`src/lcgis_pkg.sv`:
```
// Functional notes
// - Gate 1 select holds, bits 7 to 0, input 4 true/inverted down to 1.
// - Gate 2 select uses the same eight-bit arrangement as gate 1.
// - Gate 3 select uses the same eight-bit arrangement as gate 1.
// - A select bit at 1 routes its form into the gate, at 0 it adds nothing.
// - Each data input has a true and an inverted form, each chosen per gate.
// - Select bits are read/write, start undefined, kept over other resets; here i_resetn clears them to 0.
// - Each data input is one cell source picked by a three-bit field.
// - Each gate output may be inverted by software before the cell.
package lcgis_pkg;

	// ----------------------------------------
	// Widths
	// ----------------------------------------
	localparam int ADDR_W  = 4;
	localparam int DATA_W  = 8;
	localparam int SRC_N   = 16;
	localparam int DIN_N   = 4;
	localparam int GATE_N  = 3;
	localparam int FIELD_W = 3;

	// ----------------------------------------
	// Register offsets
	// ----------------------------------------
	localparam logic [ADDR_W-1:0] OFS_GATE1_SEL = 4'h0;
	localparam logic [ADDR_W-1:0] OFS_GATE2_SEL = 4'h1;
	localparam logic [ADDR_W-1:0] OFS_GATE3_SEL = 4'h2;
	localparam logic [ADDR_W-1:0] OFS_SRC_LO    = 4'h3;
	localparam logic [ADDR_W-1:0] OFS_SRC_HI    = 4'h4;
	localparam logic [ADDR_W-1:0] OFS_GATE_INV  = 4'h5;
	localparam logic [ADDR_W-1:0] OFS_STATUS    = 4'h6;

	// ----------------------------------------
	// Field positions and masks
	// ----------------------------------------
	localparam int POS_FIELD_A = 0;
	localparam int POS_FIELD_B = 4;
	localparam int POS_STAT_GATE = 4;
	localparam logic [DATA_W-1:0] MASK_SRC = 8'h77;
	localparam logic [DATA_W-1:0] MASK_INV = 8'h07;

	// Source index of field value 0 for data inputs 1..4, one nibble each
	localparam logic [15:0] DATA_BASE = 16'hC840;

	// ----------------------------------------
	// Values after reset
	// ----------------------------------------
	localparam logic [DATA_W-1:0] RST_SEL  = 8'h00;
	localparam logic [DATA_W-1:0] RST_SRC  = 8'h00;
	localparam logic [DATA_W-1:0] RST_INV  = 8'h00;
	localparam logic [DATA_W-1:0] RST_RD   = 8'h00;
	localparam logic [SRC_N-1:0]  RST_SYNC = 16'h0000;
	localparam logic [GATE_N-1:0] RST_GATE = 3'h0;

endpackage : lcgis_pkg

```
`src/lcgis_gate.sv`:
```
`timescale 1ns/100ps
module lcgis_gate (
	// Selected data inputs and enables
	input  wire logic [3:0] i_data_in,
	input  wire logic [7:0] i_sel,
	// Gate result
	output logic            o_gate
);
	logic [7:0] forms;

	always_comb begin
		for (int k = 0; k < 4; k++) begin
			forms[2*k+1] = i_data_in[k];
			forms[2*k]   = ~i_data_in[k];
		end
		o_gate = |(i_sel & forms);
	end

endmodule : lcgis_gate

```
`src/lcgis_top.sv`:
```
// Design decisions made here: the strobed register port and the register addresses.
`timescale 1ns/100ps
module lcgis_top (
	// Clock and reset
	input  wire logic                          i_ref_clk,
	input  wire logic                          i_resetn,
	// Register port
	input  wire logic [lcgis_pkg::ADDR_W-1:0]  i_addr,
	input  wire logic [lcgis_pkg::DATA_W-1:0]  i_wr_data,
	input  wire logic                          i_wr_en,
	input  wire logic                          i_rd_en,
	output logic      [lcgis_pkg::DATA_W-1:0]  o_rd_data,
	// Cell source signals
	input  wire logic [lcgis_pkg::SRC_N-1:0]   i_cell_sources,
	// Gate results
	output logic                               o_gate_one_out,
	output logic                               o_gate_two_out,
	output logic                               o_gate_three_out,
	output logic      [lcgis_pkg::GATE_N-1:0]  o_gate_applied
);
	import lcgis_pkg::*;

	// ----------------------------------------
	// State
	// ----------------------------------------
	logic [DATA_W-1:0] gate1_source_select;
	logic [DATA_W-1:0] gate2_source_select;
	logic [DATA_W-1:0] gate3_source_select;
	logic [DATA_W-1:0] data_source_lo;
	logic [DATA_W-1:0] data_source_hi;
	logic [DATA_W-1:0] gate_invert;
	logic [DATA_W-1:0] rd_data;
	logic [DATA_W-1:0] next_gate1_source_select;
	logic [DATA_W-1:0] next_gate2_source_select;
	logic [DATA_W-1:0] next_gate3_source_select;
	logic [DATA_W-1:0] next_data_source_lo;
	logic [DATA_W-1:0] next_data_source_hi;
	logic [DATA_W-1:0] next_gate_invert;
	logic [DATA_W-1:0] next_rd_data;
	logic [DATA_W-1:0] status_word;

	logic [SRC_N-1:0]  src_meta;
	logic [SRC_N-1:0]  src_sync;

	logic [DIN_N-1:0]  cell_data_in;
	logic [GATE_N-1:0] gate_raw;
	logic [GATE_N-1:0] gate_out;
	logic [GATE_N-1:0] gate_appl;
	logic [GATE_N-1:0] next_gate_out;
	logic [GATE_N-1:0] next_gate_appl;
	logic [GATE_N-1:0] gate_inv_en;
	logic [GATE_N-1:0][DATA_W-1:0] gate_sel_all;

	// ----------------------------------------
	// Register file
	// ----------------------------------------
	// Reserved source and invert bits are dropped so they read back 0
	always_comb begin
		next_gate1_source_select = gate1_source_select;
		next_gate2_source_select = gate2_source_select;
		next_gate3_source_select = gate3_source_select;
		next_data_source_lo      = data_source_lo;
		next_data_source_hi      = data_source_hi;
		next_gate_invert         = gate_invert;
		if (i_wr_en) begin
			case (i_addr)
				OFS_GATE1_SEL: next_gate1_source_select = i_wr_data;
				OFS_GATE2_SEL: next_gate2_source_select = i_wr_data;
				OFS_GATE3_SEL: next_gate3_source_select = i_wr_data;
				OFS_SRC_LO:    next_data_source_lo = i_wr_data & MASK_SRC;
				OFS_SRC_HI:    next_data_source_hi = i_wr_data & MASK_SRC;
				OFS_GATE_INV:  next_gate_invert = i_wr_data & MASK_INV;
				default: begin
				end
			endcase
		end
	end

	// Select contents are undefined at power-up; zero chosen here
	always_ff @(posedge i_ref_clk or negedge i_resetn) begin
		if (!i_resetn) begin
			gate1_source_select <= RST_SEL;
			gate2_source_select <= RST_SEL;
			gate3_source_select <= RST_SEL;
			data_source_lo      <= RST_SRC;
			data_source_hi      <= RST_SRC;
			gate_invert         <= RST_INV;
		end else begin
			gate1_source_select <= next_gate1_source_select;
			gate2_source_select <= next_gate2_source_select;
			gate3_source_select <= next_gate3_source_select;
			data_source_lo      <= next_data_source_lo;
			data_source_hi      <= next_data_source_hi;
			gate_invert         <= next_gate_invert;
		end
	end

	// ----------------------------------------
	// Read port
	// ----------------------------------------
	// Status shows the gate results before inversion
	always_comb begin
		status_word                          = RST_RD;
		status_word[DIN_N-1:0]               = cell_data_in;
		status_word[POS_STAT_GATE +: GATE_N] = gate_out;
	end

	// Read data valid only in the cycle after the strobe
	always_comb begin
		next_rd_data = RST_RD;
		if (i_rd_en) begin
			case (i_addr)
				OFS_GATE1_SEL: next_rd_data = gate1_source_select;
				OFS_GATE2_SEL: next_rd_data = gate2_source_select;
				OFS_GATE3_SEL: next_rd_data = gate3_source_select;
				OFS_SRC_LO:    next_rd_data = data_source_lo;
				OFS_SRC_HI:    next_rd_data = data_source_hi;
				OFS_GATE_INV:  next_rd_data = gate_invert;
				OFS_STATUS: begin
					next_rd_data = status_word;
				end
				default:       next_rd_data = RST_RD;
			endcase
		end
	end

	// Cleared outside the answer cycle so stale data never lingers
	always_ff @(posedge i_ref_clk or negedge i_resetn) begin
		if (!i_resetn) begin
			rd_data <= RST_RD;
		end else begin
			rd_data <= next_rd_data;
		end
	end

	assign o_rd_data = rd_data;

	// ----------------------------------------
	// Source synchroniser
	// ----------------------------------------
	// Sources may come from pins or other clocks
	always_ff @(posedge i_ref_clk or negedge i_resetn) begin
		if (!i_resetn) begin
			src_meta <= RST_SYNC;
			src_sync <= RST_SYNC;
		end else begin
			src_meta <= i_cell_sources;
			src_sync <= src_meta;
		end
	end

	// ----------------------------------------
	// Data input multiplexers
	// ----------------------------------------
	// Logic reads only the second synchroniser stage
	// Four-bit index wraps, so input 4 reaches sources 12..15 then 0..3
	always_comb begin
		logic [3:0]         idx;
		logic [FIELD_W-1:0] field;
		idx   = 4'h0;
		field = '0;
		for (int k = 0; k < DIN_N; k++) begin
			case (k)
				0:       field = data_source_lo[POS_FIELD_A +: FIELD_W];
				1:       field = data_source_lo[POS_FIELD_B +: FIELD_W];
				2:       field = data_source_hi[POS_FIELD_A +: FIELD_W];
				default: field = data_source_hi[POS_FIELD_B +: FIELD_W];
			endcase
			idx = DATA_BASE[k*4 +: 4] + {1'b0, field};
			cell_data_in[k] = src_sync[idx];
		end
	end

	// ----------------------------------------
	// Gates
	// ----------------------------------------
	assign gate_sel_all = {gate3_source_select,
	                       gate2_source_select,
	                       gate1_source_select};

	// Gate 1 sits at index 0, matching bit 0 of the invert register
	genvar g;
	generate
		for (g = 0; g < GATE_N; g++) begin : gen_gate
			lcgis_gate u_gate (
				.i_data_in (cell_data_in),
				.i_sel     (gate_sel_all[g]),
				.o_gate    (gate_raw[g])
			);
		end
	endgenerate

	// ----------------------------------------
	// Gate results
	// ----------------------------------------
	// Invert bits above gate 3 are masked on write
	assign gate_inv_en = gate_invert[GATE_N-1:0];

	always_comb begin
		next_gate_out  = gate_raw;
		next_gate_appl = gate_raw ^ gate_inv_en;
	end

	always_ff @(posedge i_ref_clk or negedge i_resetn) begin
		if (!i_resetn) begin
			gate_out  <= RST_GATE;
			gate_appl <= RST_GATE;
		end else begin
			gate_out  <= next_gate_out;
			gate_appl <= next_gate_appl;
		end
	end

	// ----------------------------------------
	// Outputs
	// ----------------------------------------
	// Raw results leave here; the inverted copy feeds the cell function
	assign o_gate_one_out   = gate_out[0];
	assign o_gate_two_out   = gate_out[1];
	assign o_gate_three_out = gate_out[2];
	assign o_gate_applied   = gate_appl;

endmodule : lcgis_top
```
`config.mk`:
```
export PLATFORM = sky130hd
export DESIGN_NAME = lcgis_top
export DESIGN_NICKNAME = d
export VERILOG_FILES = /design/src/lcgis_pkg.sv /design/src/lcgis_gate.sv /design/src/lcgis_top.sv
export SDC_FILE = /design/constraint.sdc
export NUM_CORES = 1
export LEC_CHECK = 0
export ABC_CLOCK_PERIOD_IN_PS = 1650
export BUFFER_PORTS_ARGS = -buffer_cell sky130_fd_sc_hd__buf_2
export CAP_MARGIN = 20
export CORE_ASPECT_RATIO = 1.1
export CORE_MARGIN = 4
export CORE_UTILIZATION = 50
export CTS_CLUSTER_SIZE = 28
export DETAILED_ROUTE_END_ITERATION = 12
export GPL_TIMING_DRIVEN = 1
export HOLD_SLACK_MARGIN = 0.1
export PLACE_DENSITY = 0.76
export SYNTH_ARGS = -nofsm -noshare
export SYNTH_HDL_FRONTEND = slang
export SYNTH_SLANG_ARGS = --single-unit
export TNS_END_PERCENT = 1
```
`constraint.sdc`:
```
create_clock -name i_ref_clk -period 1.65 [get_ports i_ref_clk]
set_input_delay 0.165 -clock i_ref_clk [delete_from_list [all_inputs] [get_ports i_ref_clk]]
set_output_delay 0.165 -clock i_ref_clk [all_outputs]
set_load 0.005 [all_outputs]
```
==> flow_summary.rst <==
.. list-table::
   :header-rows: 1

   * - Metric
     - Value
   * - Via density per instance
     - 5.533
   * - Max-slew headroom at the worst pin
     - 74.28%
   * - Library cell occupying the most area in the post-synthesis netlist
     - sky130_fd_sc_hd__dfrtp_1
   * - Cell depth of the worst setup path
     - 5
   * - Count of cells along the worst register-to-register path
     - 5
   * - Total standard cell area after synthesis
     - 3545 um^2
   * - RSZ-0062 raised after global routing
     - yes
   * - FILL cells
     - 520
   * - Final critical-path share of the clock period
     - 113.9%
   * - Violated checks
     - setup timing
   * - Fraction of registers with async set/reset
     - 100.0%
   * - Fraction of power consumed by the clock network
     - 25.1%
   * - Dominant cell type by count on the critical path
     - sky130_fd_sc_hd__mux2i_1
   * - Via count of the first global-routing pass
     - 2,451
   * - Cell Count, Final, Fillers Out
     - 424
   * - Startpoint of the worst register-to-register path
     - data_source_hi[0]
   * - Dominant register cell in the synthesized netlist
     - sky130_fd_sc_hd__dfrtp_1
   * - Reg-to-Reg End
     - o_gate_applied[1]
   * - Clk Latency, worst-skew pair
     - 350 ps
   * - Post-layout worst setup margin
     - -230.0 ps
   * - Starting density of the core
     - 52.52%
   * - First-iteration detailed-routing DRC count
     - 129
   * - Share of final-layout standard cells stronger than drive strength 1
     - 39.77%
   * - Number of instances in the synthesized netlist
     - 247
   * - Number of I/O pins
     - 46
   * - DRC violations left
     - 0
   * - Post-DP HPWL
     - 5635 um
   * - CTS tree
     - yes
   * - P_int
     - 3.674 mW
   * - Net Sw Frac
     - 29.45%
   * - Layout net count
     - 369
   * - Time the final worst path needs with I/O delays and setup
     - 1880 ps
   * - Minimum hold slack
     - 134.3 ps
   * - Maximum number of pins on one net before global-route repair
     - 38
   * - Data required, critical path
     - 1890 ps
   * - Diodes inserted
     - 0
   * - Max Fanout on Critical Path
     - 5
   * - Synthesis warning total
     - 0
   * - Number of rows in the core area
     - 31
   * - Worst path slowest cell
     - sky130_fd_sc_hd__mux4_2
   * - Synth unique cells
     - 27
   * - Max capacitance violation total
     - 0
   * - Arrival @ worst endpoint
     - 2120 ps
   * - Die height
     - 96.31 um
   * - Status
     - finished with violations
   * - CTS H-tree depth
     - 3
   * - Worst setup slack for register-to-register paths
     - -230 ps
   * - Syn nets
     - 279
   * - Worst Setup End Kind
     - flip-flop
   * - Number of nets still failing antenna checks after routing
     - 0
   * - Count of state elements after synthesis
     - 85
   * - Global-route wire length before repair
     - 12,750 um
   * - Slew Limit Fails
     - 0
   * - CTS clk-pin slew, worst paths
     - 80 ps
   * - Slew at the pin with the worst max-slew slack
     - 385.8 ps
   * - Number of optimization iterations in the first detailed-route pass
     - 4
   * - Class of the most critical setup path
     - flip-flop to flip-flop
   * - Tot Pwr
     - 5.207 mW
   * - Setup crit start
     - data_source_hi[0]
   * - Overall Global Routing Usage
     - 20.64%
   * - Wire length per cell after detailed routing
     - 18.34 um
   * - Power per Cell Area
     - 1183 nW/um^2
   * - Sequential share of the synthesized area
     - 60.01%
   * - Mean cell area of the mapped netlist
     - 14.35 um^2
   * - Number of sinks driven by the clock tree
     - 85
   * - Area Overhead vs Synth
     - 24.18%
   * - Vias
     - 2,346
   * - Cells along the critical path
     - mux2i_1 > mux4_2 > mux2i_1 > nand4_1 > xor2_1
   * - Antenna violations before repair
     - 0
   * - Largest stage delay, worst path
     - 580 ps
   * - CP top delay family
     - multiplexers
   * - Final hold violation count
     - 0
   * - Relative contribution of sequential cells to total power
     - 52.4%
   * - End of the critical path
     - o_gate_applied[1]
   * - Post-Route WL
     - 7778 um
   * - Highest Clock Rate
     - 0.5319 GHz
   * - Die boundary width
     - 88.28 um
   * - Static leakage
     - 2.049 nW
   * - Post-CTS setup buffer count
     - 0
   * - Cell count after placement
     - 387
   * - Grt ovf
     - 0
   * - Buffers added on ports
     - 45
   * - Final weighted congestion in routability-driven placement
     - 0.8833
   * - Number of enable-type register cells in the synthesized netlist
     - 0
   * - CP Buf/Inv Count
     - 0
   * - Floorplan Core Area
     - 6749 um^2
   * - Maximum clock insertion buffer count
     - 2
   * - Power dissipated by switching net loads
     - 1.533 mW
   * - Hold Crit Class
     - primary input to flip-flop
   * - Die Area
     - 8502 um^2
   * - Critical Path Source Type
     - flip-flop
   * - Root Buffer
     - sky130_fd_sc_hd__clkbuf_8
   * - Portion of total power attributed to combinational logic
     - 22.5%
   * - Post-synth top area share
     - 60.01%
   * - VDD IR max
     - 0.5653 mV
   * - Setup skew after layout
     - 5.681 ps
   * - Clock buffer count from CTS
     - 9
   * - Setup-failing EPs final
     - 6
   * - Largest cells by area after synthesis
     - sky130_fd_sc_hd__dfrtp_1 (60%), sky130_fd_sc_hd__mux2_2 (12%), sky130_fd_sc_hd__mux2i_1 (12%)
## how the worst min path moves through the flow
| stage | depth (start not counted) | slack [ps] | startpoint | to |
|---|---|---|---|---|
| 3_3_place_gp | 1 | 100 | i_resetn | src_meta[6] |
| 4_1_cts | 2 | 120 | i_wr_data[6] | gate3_source_select[6] |
| 3_5_place_dp | 1 | 110 | i_resetn | src_meta[3] |
| 2_1_floorplan | 0 | -130 | i_resetn | data_source_hi[0] |
| 6_report | 2 | 130 | i_wr_data[6] | gate3_source_select[6] |
| 5_1_grt | 2 | 130 | i_wr_data[6] | data_source_lo[6] |
## state kept, by name (all words and copies together), names as in the netlist, 6 cells and up
| signal | count |
|---|---|
| src_meta | 16 |
| src_sync | 16 |
| gate1_source_select | 8 |
| gate2_source_select | 8 |
| gate3_source_select | 8 |
| o_rd_data | 8 |
| data_source_hi | 6 |
| data_source_lo | 6 |
## worst register-to-register path: cells and delay by family, from the launching register on
family	cells	cell delay, ps
flops	1	460
xor+xnor	1	190
simple gates	1	200
mux	3	920
## layout by cell type, fill, tap and decap left out, types with 2 or more instances in the layout
cell	instances
sky130_fd_sc_hd__a21oi_1	4
sky130_fd_sc_hd__a22oi_1	3
sky130_fd_sc_hd__buf_12	2
sky130_fd_sc_hd__buf_2	44
sky130_fd_sc_hd__buf_4	25
sky130_fd_sc_hd__clkbuf_8	9
sky130_fd_sc_hd__clkinv_4	2
sky130_fd_sc_hd__clkinvlp_4	3
sky130_fd_sc_hd__dfrtp_1	81
sky130_fd_sc_hd__dfrtp_2	4
sky130_fd_sc_hd__dlygate4sd3_1	21
sky130_fd_sc_hd__mux2_2	39
sky130_fd_sc_hd__mux2i_1	42
sky130_fd_sc_hd__mux4_2	6
sky130_fd_sc_hd__nand2_1	5
sky130_fd_sc_hd__nand3_1	2
sky130_fd_sc_hd__nand3b_1	4
sky130_fd_sc_hd__nand4_1	3
sky130_fd_sc_hd__nor2_1	20
sky130_fd_sc_hd__nor2b_1	2
sky130_fd_sc_hd__nor3_1	2
sky130_fd_sc_hd__o21ai_0	4
sky130_fd_sc_hd__o22ai_1	2
sky130_fd_sc_hd__or3_1	2
sky130_fd_sc_hd__xor2_1	3
## cell families (layout without fill, tap and decap cells)
group / after synthesis / after routing / share of synthesized area [%]
AO/OA/AOI/OAI: 14 / 14 / 2.365
XOR/XNOR: 3 / 3 / 0.7414
AND/OR/NAND/NOR: 45 / 45 / 6.425
multiplexers: 87 / 87 / 28.06
flip-flops: 85 / 85 / 60.01
buffers and inverters: 13 / 108 / 2.400
## metal layers
| layer | wire length (um) | vias up | GRT usage (%) |
|---|---|---|---|
| li1 | - | 1064 | - |
| met5 | 0 | - | 0 |
| met4 | 138 | 0 | 7.809 |
| met3 | 530 | 13 | 5.223 |
| met2 | 3732 | 75 | 32.04 |
| met1 | 3375 | 1194 | 28.03 |
## synthesized netlist by cell type (3+ instances only)
master / count
sky130_fd_sc_hd__nand3b_1: 4
sky130_fd_sc_hd__mux2i_1: 42
sky130_fd_sc_hd__mux2_2: 39
sky130_fd_sc_hd__a21oi_1: 4
sky130_fd_sc_hd__a22oi_1: 3
sky130_fd_sc_hd__xor2_1: 3
sky130_fd_sc_hd__buf_6: 4
sky130_fd_sc_hd__nand4_1: 3
sky130_fd_sc_hd__o21ai_0: 4
sky130_fd_sc_hd__nand2_1: 5
sky130_fd_sc_hd__nor2_1: 20
sky130_fd_sc_hd__mux4_2: 6
sky130_fd_sc_hd__buf_2: 5
sky130_fd_sc_hd__dfrtp_1: 85
## repair_timing
action / CTS / global route
endpoints found under the hold margin: 89 / 0
pin swaps: 3 / 2
endpoints found under the setup margin: 6 / 7
hold buffers: 21 / 0
gates resized for setup: 4 / 0
## power by group through the flow
stage | Sequential [mW] | Combinational, mW | Clock, mW
2_1_floorplan | 2.63 | 0.779 | 0
3_3_place_gp | 2.75 | 1.10 | 0
3_5_place_dp | 2.76 | 1.14 | 0
4_1_cts | 2.72 | 1.18 | 1.34
5_1_grt | 2.76 | 1.28 | 1.43
6_report | 2.73 | 1.17 | 1.31
## stage by stage
step | utilization (%) | TNS (ps) | setup slack (ps) | instance area [um^2]
finish | 65.22 | -917.9 | -230.0 | 4402
global placement | 59.42 | -691.7 | -202.7 | 4010
CTS | 65.22 | -863.2 | -222.0 | 4402
detailed placement | 59.42 | -965.3 | -237.7 | 4010
floorplan | - | -66.34 | -22.19 | 3545
global route | 65.22 | -1336 | -320.1 | 4402
## cell type report
type                            instances  area (um^2)  area share (%)
Sequential cell                        85         2132           48.44
Clock buffer                           10        127.6           2.899
Timing Repair Buffer                   92        658.1           14.95
Clock inverter                          6        48.80           1.109
Tap cell                               82        102.6           2.331
Multi-Input combinational cell        149         1333           30.27
(Power assumes the default switching activity.)
